<file path="config.mk">
export PLATFORM = sky130hd
export DESIGN_NAME = cmd_top
export DESIGN_NICKNAME = d
export VERILOG_FILES = /design/src/common/cmd_pkg.sv /design/src/cmd_top.sv
export SDC_FILE = /design/constraint.sdc
export NUM_CORES = 2
export LEC_CHECK = 0
export BUFFER_PORTS_ARGS = -buffer_cell sky130_fd_sc_hd__buf_2
export CAP_MARGIN = 25
export CORE_ASPECT_RATIO = 1.75
export CORE_MARGIN = 8
export CORE_UTILIZATION = 50
export DETAILED_ROUTE_END_ITERATION = 10
export PLACE_DENSITY = 0.69
export SYNTH_ARGS = -nofsm -noshare
export SYNTH_HDL_FRONTEND = slang
export SYNTH_SLANG_ARGS = --single-unit
</file>
<file path="constraint.sdc">
create_clock -name aclk -period 7 [get_ports aclk]
set_input_delay 1.05 -clock aclk [delete_from_list [all_inputs] [get_ports aclk]]
set_output_delay 1.05 -clock aclk [all_outputs]
set_load 0.05 [all_outputs]
</file>
<file path="src/common/cmd_pkg.sv">
// constants and register map of the codec mute / de-emphasis control block
package cmd_pkg;
	// sample path
	localparam int          SAMPLE_W      = 24;
	localparam int          NUM_DAC       = 4;
	localparam int          NUM_CH        = 8;
	// soft-mute decay: a shift of 6 gives a time constant of 64 samples
	localparam int          DECAY_SHIFT   = 6;
	localparam logic [10:0] ZERO_DET_SAMP = 11'h400;
	// register indices and byte addresses (index times four)
	localparam logic [7:0]  IDX_DEEMPH    = 8'h11;
	localparam logic [7:0]  IDX_POLARITY  = 8'h12;
	localparam logic [7:0]  IDX_DAC_MUTE  = 8'h13;
	localparam logic [7:0]  IDX_ADC_CTRL  = 8'h1d;
	localparam logic [7:0]  ADDR_DEEMPH   = {IDX_DEEMPH[5:0], 2'b00};
	localparam logic [7:0]  ADDR_POLARITY = {IDX_POLARITY[5:0], 2'b00};
	localparam logic [7:0]  ADDR_DAC_MUTE = {IDX_DAC_MUTE[5:0], 2'b00};
	localparam logic [7:0]  ADDR_ADC_CTRL = {IDX_ADC_CTRL[5:0], 2'b00};
	localparam logic [7:0]  ADDR_AUX      = 8'h80;
	localparam logic [7:0]  ADDR_STATUS   = 8'h84;
	// field positions
	localparam int          POS_GLOBAL    = 4;
	localparam int          POS_PIN_ALL   = 7;
	localparam int          POS_HPF_BYP   = 4;
	localparam int          POS_OSR_HALF  = 3;
	localparam int          POS_ADC_BOTH  = 2;
	localparam int          POS_ADC_R     = 1;
	localparam int          POS_ADC_L     = 0;
	localparam int          POS_ZD_OPT    = 2;
	// reset values
	localparam logic [3:0]  RST_PER_DAC   = 4'h0;
	localparam logic [7:0]  RST_PHASE     = 8'hff;
	localparam logic        RST_BIT       = 1'b0;
	localparam logic [1:0]  RST_ZF_SEL    = 2'h0;
	// bus responses
	localparam logic [1:0]  RESP_OKAY     = 2'h0;
	localparam logic [1:0]  RESP_SLVERR   = 2'h2;
	// adc oversampling codes
	typedef enum logic [1:0] {
		CMD_OSR_128 = 2'h0,
		CMD_OSR_64  = 2'h1,
		CMD_OSR_32  = 2'h2
	} cmd_osr_e;
endpackage : cmd_pkg

</file>
<file path="src/cmd_top.sv">
// codec mute, de-emphasis, phase and adc filter control with axi4-lite
//
// Local design decision: the AXI4-Lite interface to the registers.
`timescale 1ns/1ps
`default_nettype none

// What this block does
// - per-dac soft-mute bits, reset zero
// - master soft-mute bit mutes all dacs
// - mute pin decodes to selected dac or all
// - muted output decays toward midpoint, 64 samples
// - all muted 1024 samples plus option: full mute
// - release resumes from current sample immediately
// - other mutes force midpoint at once
// - per-dac de-emphasis enable bits, reset zero
// - global de-emphasis bit enables all dacs
// - phase bit one passes, zero inverts
// - phase bits ordered dac1 left upward
// - high-pass active unless bypass bit set
// - osr 128fs, 64fs with low mclk ratio
// - halve bit halves the adc oversampling rate
// - adc left and right mute bits
// - adc mute-both bit mutes both channels
// - soft-mute sits at interpolation filter input
module cmd_top (
	input  wire logic                         aclk,
	input  wire logic                         aresetn,
	input  wire logic [7:0]                   s_axi_awaddr,
	input  wire logic [2:0]                   s_axi_awprot,
	input  wire logic                         s_axi_awvalid,
	output var  logic                         s_axi_awready,
	input  wire logic [31:0]                  s_axi_wdata,
	input  wire logic [3:0]                   s_axi_wstrb,
	input  wire logic                         s_axi_wvalid,
	output var  logic                         s_axi_wready,
	output var  logic [1:0]                   s_axi_bresp,
	output var  logic                         s_axi_bvalid,
	input  wire logic                         s_axi_bready,
	input  wire logic [7:0]                   s_axi_araddr,
	input  wire logic [2:0]                   s_axi_arprot,
	input  wire logic                         s_axi_arvalid,
	output var  logic                         s_axi_arready,
	output var  logic [31:0]                  s_axi_rdata,
	output var  logic [1:0]                   s_axi_rresp,
	output var  logic                         s_axi_rvalid,
	input  wire logic                         s_axi_rready,
	input  wire logic                         mute_pin,
	input  wire logic                         mclk_ratio_low,
	input  wire logic [3:0]                   analog_mute_req,
	input  wire logic                         sample_strobe,
	input  wire logic [8*24-1:0]              dac_in,
	output var  logic [8*24-1:0]              dac_out,
	output var  logic                         dac_out_strobe,
	output var  logic [3:0]                   dac_deemph_en,
	output var  logic [3:0]                   dac_soft_mute,
	output var  logic [3:0]                   dac_analog_mute,
	output var  logic                         adc_highpass_en,
	output var  logic                         adc_mute_l,
	output var  logic                         adc_mute_r,
	output var  logic [1:0]                   adc_osr
);

	////////////////////////////////////////////////////////////////////////
	// register storage

	logic [3:0]  per_dac_deemph_enable;
	logic        global_deemph_enable;
	logic [7:0]  output_phase;
	logic [3:0]  per_dac_soft_mute;
	logic        global_dac_soft_mute;
	logic        mute_pin_decode_all;
	logic        adc_highpass_bypass;
	logic        adc_oversample_halve;
	logic        adc_both_mute;
	logic        adc_left_mute;
	logic        adc_right_mute;
	logic [1:0]  zero_flag_select;
	logic        zero_detect_mute_option;

	// bus state
	logic [7:0]  wr_addr;
	logic [31:0] wr_data;
	logic [3:0]  wr_strb;
	logic        aw_full;
	logic        w_full;
	logic        do_write;
	logic        wr_hit;
	logic [31:0] next_rdata;
	logic        rd_hit;

	// mute state
	logic        pin_sync1;
	logic        pin_sync2;
	logic [3:0]  pin_req;
	logic [3:0]  eff_mute;
	logic [10:0] all_mute_cnt;
	logic        full_mute;

	assign do_write = aw_full && w_full && !s_axi_bvalid;

	////////////////////////////////////////////////////////////////////////
	// axi4-lite write channel: address and data taken in either order,
	// each ready drops on its handshake and returns after the response

	always_ff @(posedge aclk)
	begin
		if (!aresetn)
		begin
			s_axi_awready <= 1'b1;
			s_axi_wready  <= 1'b1;
			s_axi_bvalid  <= 1'b0;
			s_axi_bresp   <= cmd_pkg::RESP_OKAY;
			aw_full       <= 1'b0;
			w_full        <= 1'b0;
			wr_addr       <= 8'h00;
			wr_data       <= 32'h00000000;
			wr_strb       <= 4'h0;
		end
		else
		begin
			if (s_axi_awvalid && s_axi_awready)
			begin
				wr_addr       <= s_axi_awaddr;
				aw_full       <= 1'b1;
				s_axi_awready <= 1'b0;
			end
			if (s_axi_wvalid && s_axi_wready)
			begin
				wr_data      <= s_axi_wdata;
				wr_strb      <= s_axi_wstrb;
				w_full       <= 1'b1;
				s_axi_wready <= 1'b0;
			end
			if (do_write)
			begin
				aw_full      <= 1'b0;
				w_full       <= 1'b0;
				s_axi_bvalid <= 1'b1;
				s_axi_bresp  <= wr_hit ? cmd_pkg::RESP_OKAY
					: cmd_pkg::RESP_SLVERR;
			end
			if (s_axi_bvalid && s_axi_bready)
			begin
				s_axi_bvalid  <= 1'b0;
				s_axi_awready <= 1'b1;
				s_axi_wready  <= 1'b1;
			end
		end
	end

	// writable addresses; the status word is read-only
	always_comb
	begin
		case (wr_addr)
			cmd_pkg::ADDR_DEEMPH,
			cmd_pkg::ADDR_POLARITY,
			cmd_pkg::ADDR_DAC_MUTE,
			cmd_pkg::ADDR_ADC_CTRL,
			cmd_pkg::ADDR_AUX:  wr_hit = 1'b1;
			default:            wr_hit = 1'b0;
		endcase
	end

	////////////////////////////////////////////////////////////////////////
	// control registers; only byte lane 0 holds stored bits

	always_ff @(posedge aclk)
	begin
		if (!aresetn)
		begin
			per_dac_deemph_enable   <= cmd_pkg::RST_PER_DAC;
			global_deemph_enable    <= cmd_pkg::RST_BIT;
			output_phase            <= cmd_pkg::RST_PHASE;
			per_dac_soft_mute       <= cmd_pkg::RST_PER_DAC;
			global_dac_soft_mute    <= cmd_pkg::RST_BIT;
			mute_pin_decode_all     <= cmd_pkg::RST_BIT;
			adc_highpass_bypass     <= cmd_pkg::RST_BIT;
			adc_oversample_halve    <= cmd_pkg::RST_BIT;
			adc_both_mute           <= cmd_pkg::RST_BIT;
			adc_left_mute           <= cmd_pkg::RST_BIT;
			adc_right_mute          <= cmd_pkg::RST_BIT;
			zero_flag_select        <= cmd_pkg::RST_ZF_SEL;
			zero_detect_mute_option <= cmd_pkg::RST_BIT;
		end
		else if (do_write && wr_strb[0])
		begin
			case (wr_addr)
				cmd_pkg::ADDR_DEEMPH:
				begin
					per_dac_deemph_enable <= wr_data[3:0];
					global_deemph_enable  <= wr_data[cmd_pkg::POS_GLOBAL];
				end
				cmd_pkg::ADDR_POLARITY:
				begin
					output_phase <= wr_data[7:0];
				end
				cmd_pkg::ADDR_DAC_MUTE:
				begin
					per_dac_soft_mute    <= wr_data[3:0];
					global_dac_soft_mute <= wr_data[cmd_pkg::POS_GLOBAL];
					mute_pin_decode_all  <= wr_data[cmd_pkg::POS_PIN_ALL];
				end
				cmd_pkg::ADDR_ADC_CTRL:
				begin
					adc_highpass_bypass  <= wr_data[cmd_pkg::POS_HPF_BYP];
					adc_oversample_halve <= wr_data[cmd_pkg::POS_OSR_HALF];
					adc_both_mute        <= wr_data[cmd_pkg::POS_ADC_BOTH];
					adc_right_mute       <= wr_data[cmd_pkg::POS_ADC_R];
					adc_left_mute        <= wr_data[cmd_pkg::POS_ADC_L];
				end
				cmd_pkg::ADDR_AUX:
				begin
					zero_flag_select        <= wr_data[1:0];
					zero_detect_mute_option <= wr_data[cmd_pkg::POS_ZD_OPT];
				end
				default:
				begin
				end
			endcase
		end
	end

	////////////////////////////////////////////////////////////////////////
	// read decode; unused bits read as zero

	always_comb
	begin
		next_rdata = 32'h00000000;
		rd_hit     = 1'b1;
		case (s_axi_araddr)
			cmd_pkg::ADDR_DEEMPH:
			begin
				next_rdata[3:0]                 = per_dac_deemph_enable;
				next_rdata[cmd_pkg::POS_GLOBAL] = global_deemph_enable;
			end
			cmd_pkg::ADDR_POLARITY:
			begin
				next_rdata[7:0] = output_phase;
			end
			cmd_pkg::ADDR_DAC_MUTE:
			begin
				next_rdata[3:0]                  = per_dac_soft_mute;
				next_rdata[cmd_pkg::POS_GLOBAL]  = global_dac_soft_mute;
				next_rdata[cmd_pkg::POS_PIN_ALL] = mute_pin_decode_all;
			end
			cmd_pkg::ADDR_ADC_CTRL:
			begin
				next_rdata[cmd_pkg::POS_HPF_BYP]  = adc_highpass_bypass;
				next_rdata[cmd_pkg::POS_OSR_HALF] = adc_oversample_halve;
				next_rdata[cmd_pkg::POS_ADC_BOTH] = adc_both_mute;
				next_rdata[cmd_pkg::POS_ADC_R]    = adc_right_mute;
				next_rdata[cmd_pkg::POS_ADC_L]    = adc_left_mute;
			end
			cmd_pkg::ADDR_AUX:
			begin
				next_rdata[1:0]                 = zero_flag_select;
				next_rdata[cmd_pkg::POS_ZD_OPT] = zero_detect_mute_option;
			end
			cmd_pkg::ADDR_STATUS:
			begin
				// live state: effective mutes, full mute, osr code
				next_rdata[3:0] = eff_mute;
				next_rdata[4]   = full_mute;
				next_rdata[5]   = pin_sync2;
				next_rdata[9:8] = adc_osr;
			end
			default:
			begin
				rd_hit = 1'b0;
			end
		endcase
	end

	// read channel: one read in flight, answer the cycle after address
	always_ff @(posedge aclk)
	begin
		if (!aresetn)
		begin
			s_axi_arready <= 1'b1;
			s_axi_rvalid  <= 1'b0;
			s_axi_rdata   <= 32'h00000000;
			s_axi_rresp   <= cmd_pkg::RESP_OKAY;
		end
		else if (s_axi_arvalid && s_axi_arready)
		begin
			s_axi_arready <= 1'b0;
			s_axi_rvalid  <= 1'b1;
			s_axi_rdata   <= next_rdata;
			s_axi_rresp   <= rd_hit ? cmd_pkg::RESP_OKAY
				: cmd_pkg::RESP_SLVERR;
		end
		else if (s_axi_rvalid && s_axi_rready)
		begin
			s_axi_rvalid  <= 1'b0;
			s_axi_arready <= 1'b1;
		end
	end

	////////////////////////////////////////////////////////////////////////
	// mute pin: asynchronous, so two flops before any decode

	always_ff @(posedge aclk)
	begin
		if (!aresetn)
		begin
			pin_sync1 <= 1'b0;
			pin_sync2 <= 1'b0;
		end
		else
		begin
			pin_sync1 <= mute_pin;
			pin_sync2 <= pin_sync1;
		end
	end

	// pin decode and or of the three mute sources
	always_comb
	begin
		pin_req = 4'h0;
		if (pin_sync2)
		begin
			if (mute_pin_decode_all)
				pin_req = 4'hf;
			else
				pin_req[zero_flag_select] = 1'b1;
		end
		eff_mute = per_dac_soft_mute
			| {4{global_dac_soft_mute}}
			| pin_req;
	end

	////////////////////////////////////////////////////////////////////////
	// zero-detect: all dacs soft-muted for enough input samples
	// the counter saturates so a long mute never wraps back to unmuted

	always_ff @(posedge aclk)
	begin
		if (!aresetn)
		begin
			all_mute_cnt <= 11'h000;
			full_mute    <= 1'b0;
		end
		else
		begin
			if (eff_mute != 4'hf)
				all_mute_cnt <= 11'h000;
			else if (sample_strobe
				&& all_mute_cnt != cmd_pkg::ZERO_DET_SAMP)
				all_mute_cnt <= all_mute_cnt + 11'h001;
			full_mute <= zero_detect_mute_option
				&& eff_mute == 4'hf
				&& all_mute_cnt == cmd_pkg::ZERO_DET_SAMP;
		end
	end

	////////////////////////////////////////////////////////////////////////
	// per-dac flags and adc controls, registered onto the pins

	always_ff @(posedge aclk)
	begin
		if (!aresetn)
		begin
			dac_deemph_en   <= 4'h0;
			dac_soft_mute   <= 4'h0;
			dac_analog_mute <= 4'h0;
			adc_highpass_en <= 1'b1;
			adc_mute_l      <= 1'b0;
			adc_mute_r      <= 1'b0;
			adc_osr         <= cmd_pkg::CMD_OSR_128;
		end
		else
		begin
			dac_deemph_en   <= per_dac_deemph_enable
				| {4{global_deemph_enable}};
			dac_soft_mute   <= eff_mute;
			dac_analog_mute <= analog_mute_req | {4{full_mute}};
			adc_highpass_en <= !adc_highpass_bypass;
			adc_mute_l      <= adc_left_mute || adc_both_mute;
			adc_mute_r      <= adc_right_mute || adc_both_mute;
			case ({mclk_ratio_low, adc_oversample_halve})
				2'h0:    adc_osr <= cmd_pkg::CMD_OSR_128;
				2'h1:    adc_osr <= cmd_pkg::CMD_OSR_64;
				2'h2:    adc_osr <= cmd_pkg::CMD_OSR_64;
				default: adc_osr <= cmd_pkg::CMD_OSR_32;
			endcase
		end
	end

	// output strobe follows the input strobe by one cycle
	always_ff @(posedge aclk)
	begin
		if (!aresetn)
			dac_out_strobe <= 1'b0;
		else
			dac_out_strobe <= sample_strobe;
	end

	////////////////////////////////////////////////////////////////////////
	// sample path per channel: soft-mute decay, phase, analog mute
	// this feeds the interpolation filters, so soft-mute acts before them

	genvar ch;
	generate
		for (ch = 0; ch < cmd_pkg::NUM_CH; ch++)
		begin : g_ch
			logic signed [23:0] in_s;
			logic signed [23:0] level;
			logic signed [23:0] step;
			logic signed [23:0] muted_v;
			logic signed [23:0] next_out;
			logic               sm;
			logic               am;

			assign in_s = dac_in[ch*24 +: 24];
			assign step = level >>> cmd_pkg::DECAY_SHIFT;
			assign sm   = eff_mute[ch/2];              // pairs l, r
			assign am   = analog_mute_req[ch/2] || full_mute;
			// small positive levels would never shrink with a plain shift
			assign muted_v = (step == 24'sh000000) ? 24'sh000000
				: level - step;

			// level tracks the input while unmuted, decays while muted
			always_ff @(posedge aclk)
			begin
				if (!aresetn)
					level <= 24'sh000000;
				else if (sample_strobe)
					level <= sm ? muted_v : in_s;
			end

			// phase after mute; negating full scale saturates
			always_comb
			begin
				next_out = sm ? muted_v : in_s;
				if (!output_phase[ch])
				begin
					if (next_out == 24'sh800000)
						next_out = 24'sh7fffff;
					else
						next_out = -next_out;
				end
			end

			// analog mute acts at once, without waiting for a sample
			always_ff @(posedge aclk)
			begin
				if (!aresetn)
					dac_out[ch*24 +: 24] <= 24'h000000;
				else if (am)
					dac_out[ch*24 +: 24] <= 24'h000000;
				else if (sample_strobe)
					dac_out[ch*24 +: 24] <= next_out;
			end
		end
	endgenerate

endmodule : cmd_top

`default_nettype wire

</file>
==> metrics.md <==
| Metric | Value |
|---|---|
| Critical Path Fanout Max | 15 |
| Data arrival at the endpoint of the critical path | 5.92 ns |
| Final net count | 5268 |
| Highest clock rate | 187 MHz |
| Min-Delay Path Class | reg -> reg |
| Via count of the first global-routing pass | 35164 |
| Site Rows | 127 |
| Effective utilization at floorplan | 50.4% |
| Die Footprint | 0.0781 mm2 |
| Pin count of the biggest net entering global routing | 217 |
| Worst Hold Launch | adc_highpass_bypass |
| Static Leakage | 16.8 nW |
| Path depth of the worst reg2reg path | 21 |
| Critical path type | reg -> reg |
| Max capacitance violation total | 0 |
| Worst hold slack | 0.429 ns |
| Crit path launch type | flip-flop |
| Count of clock tree sinks | 479 |
| Total of fill cells in the finished design | 6712 |
| Netlist cell types | 112 |
| Routed wire per std cell | 22.8 um |
| Total count of max-transition violations in the final report | 0 |
| Kind of cell adding the most delay to the critical path | simple AND/OR/NAND/NOR gates |
| Crit path cell chain | inv_1, ha_1, nor4b_1, and4_1, nand2_1, nand2_1, buf_4, nor2_1, a21oi_1, ha_1, o211ai_1, o32ai_1, nor2b_1, nand2_1, nor3_1, buf_4, and2_1, nand4_1, o41ai_4, buf_4, o221a_2 |
| Hpwl dp | 100000 um |
| Clk Latency, worst-skew pair | 0.64 ns |
| Post-detailed-route count of antenna-violating nets | 0 |
| Quantity of hold-fixing buffers added after cts | 0 |
| Finished Core Util | 57.0% |
| Number of antenna violations at the first check in global routing | 13 |
| Cell count after synthesis | 4493 |
| Number of detailed-routing iterations run before antenna repair | 8 |
| Most frequent cells in the layout | 514 x sky130_fd_sc_hd__nor2_1, 479 x sky130_fd_sc_hd__dfxtp_1, 456 x sky130_fd_sc_hd__buf_2, 414 x sky130_fd_sc_hd__a21oi_1, 369 x sky130_fd_sc_hd__o21ai_0 |
| Number of buffers added for setup after CTS | 0 |
| Setup repair after global routing missed its margin | no |
| End of the worst register-to-register path | dac_out[176] |
| DR vias | 35486 |
| Die height | 364 um |
| Peak per-stage delay on the critical path | 0.59 ns |
| Area grow syn2layout | 13.1% |
| Number of design-rule violations left by the first detailed-router iteration | 2585 |
| Clock tree from TritonCTS | built |
| Endpoints failing setup | 0 |
| Number of clock buffers inserted by TritonCTS | 49 |
| Synthesized area per cell | 7.69 um2 |
| Result of the run | finished, final reports clean |
| Synthesized cell area | 0.0345 mm2 |
| Routability congestion estimate | 0.979 |
| Max-Slew Margin vs Limit | 27.8% |
| Worst Tran Pin Value | 1.08 ns |
| Final count of hold timing violations | 0 |
| Nature of the critical path endpoint | flip-flop |
| Share of layout cells above drive strength 1 | 15.0% |
| P per Cell Area | 220 mW/mm2 |
| Async set-reset flop share out of synthesis | 0% |
| Number of enable flip-flop cells after synthesis | 0 |
| Worst flop-to-flop path startpoint | g_ch[7].level[23] |
| Top_reg_cell synth | sky130_fd_sc_hd__dfxtp_1 |
| Sum of negative setup slack | 0 ns |
| Worst hold endpoint | adc_highpass_en |
| Buffer and inverter count on the worst path | 4 |
| CP max-delay cell | sky130_fd_sc_hd__o41ai_4 |
| Share of the clock period used by the worst path after layout | 76.5% |
| Flop-to-flop setup slack | 1.65 ns |
| Number of I/O pins | 515 |
| Area of the core | 0.0685 mm2 |
| Largest vdd supply drop | 0.183 mV |
| Post-synthesis register bit count | 479 |
| Maximum number of buffers from clock root to sink | 3 |
| Floorplan die width | 215 um |
| # H-tree levels | 2 |
| Total of cells resized after clock tree synthesis | 0 |
| Proportion of synthesized chip area in sequential cells | 27.8% |
| Vias/cell | 6.18 |
| CTS root buffer | sky130_fd_sc_hd__clkbuf_16 |
| Wire length of the first global-routing pass | 200000 um |
| Total detailed-routing wirelength | 131000 um |
| Data required time of the worst path | 7.57 ns |
| Final Skew | 0.0222 ns |
| Hold path cells | 1 |
| Most frequent standard cell in the layout excluding fill and tap cells | sky130_fd_sc_hd__nor2_1 |
| DRC violations left | 0 |
| Time the final worst path needs with I/O delays and setup | 5.35 ns |
| Aggregate global routing overflow | 0 |
| Count of warnings emitted by yosys | 0 |
| PortBufs | 457 |
| Clock input transition at the sequential cells of the worst setup and hold paths | 0.07 ns |
| Overall fraction of global-route tracks in use | 31.7% |
[report_power, final]
part	leakage (nW)	internal (mW)	total (mW)	switching, mW
logic	12.1	0.943	2.71	1.76
registers	3.94	2.87	3.01	0.134
clock network	0.845	1.66	2.89	1.23
total	16.8	5.48	8.61	3.13
[worst max-delay path by stage]
stage                            from            to  slack [ns]  cells past startpoint
detailed placement  g_ch[7].level[23]  dac_out[176]        1.79                     21
finish              g_ch[7].level[23]  dac_out[176]        1.65                     21
floorplan                   pin_sync2  dac_out[183]        2.73                     20
global route        g_ch[7].level[23]  dac_out[176]        1.21                     21
global placement    g_ch[7].level[23]  dac_out[182]        1.89                     21
CTS                 g_ch[7].level[23]  dac_out[176]        1.75                     21
[cells by family after synthesis]
logic type                 Yosys count  synth area share, %
AOI/OAI and AO/OA                 1621                 31.0
xor gates and xnor gates           262                 6.64
adders and majority gates          211                 7.82
buffers and inverters              499                 5.94
DFF                                479                 27.8
muxes                               47                 1.36
other                                1               0.0109
and+or+nand+nor                   1373                 19.5
[per-layer routing]
layer  GRT usage, %  up-vias  wire length [um]
li1               -    17080                 -
met1           33.5    16722             48600
met2           58.9     1282             66500
met3           5.67      390              7700
met4           17.9       12              7850
met5              0        -                80
[cell type report]
cell class / instances / area (um2) / area share (%)
Tap cell: 903 / 1130 / 2.89
Clock buffer: 65 / 1400 / 3.57
Multi-Input combinational cell: 3538 / 23000 / 59.0
Sequential cell: 479 / 9590 / 24.5
Antenna cell: 6 / 15.0 / 0.0384
Inverter: 218 / 828 / 2.12
Timing Repair Buffer: 507 / 2730 / 7.00
Clock inverter: 25 / 322 / 0.823
[sequential cells by signal, indices dropped and copies added, names as in the netlist, 2 cells and up]
signal,cells
all_mute_cnt,11
per_dac_deemph_enable,4
dac_soft_mute,4
wr_data,8
per_dac_soft_mute,4
dac_analog_mute,4
zero_flag_select,2
wr_addr,8
g_ch.level,192
dac_deemph_en,4
dac_out,192
s_axi_rdata,10
output_phase,8
adc_osr,2
[cell usage after synthesis (67+ instances only)]
| master | number | share of area (%) |
|---|---|---|
| sky130_fd_sc_hd__nor2_1 | 514 | 5.6 |
| sky130_fd_sc_hd__clkbuf_1 | 212 | 2.3 |
| sky130_fd_sc_hd__dfxtp_1 | 479 | 28 |
| sky130_fd_sc_hd__xnor2_1 | 134 | 3.4 |
| sky130_fd_sc_hd__nand2_1 | 282 | 3.1 |
| sky130_fd_sc_hd__inv_1 | 215 | 2.3 |
| sky130_fd_sc_hd__a31oi_1 | 67 | 1.2 |
| sky130_fd_sc_hd__a211oi_1 | 212 | 4.6 |
| sky130_fd_sc_hd__nand3_1 | 81 | 1.2 |
| sky130_fd_sc_hd__nor3_1 | 88 | 1.3 |
| sky130_fd_sc_hd__a21oi_1 | 415 | 6.0 |
| sky130_fd_sc_hd__ha_1 | 203 | 7.4 |
| sky130_fd_sc_hd__xor2_1 | 128 | 3.2 |
| sky130_fd_sc_hd__o21ai_0 | 369 | 5.3 |
[stage by stage]
step                cell area (um2)  setup WS (ns)  instances  total power, mW
global route                  39000           1.21       5735             8.99
detailed placement            37300           1.79       5642             5.71
floorplan                     34600           2.73       4516             5.00
global placement              37200           1.89       5637             5.70
finish                        39100           1.65       5741             8.61
CTS                           39000           1.75       5732             8.62
Note: power is estimated with default switching activity, not from simulation.
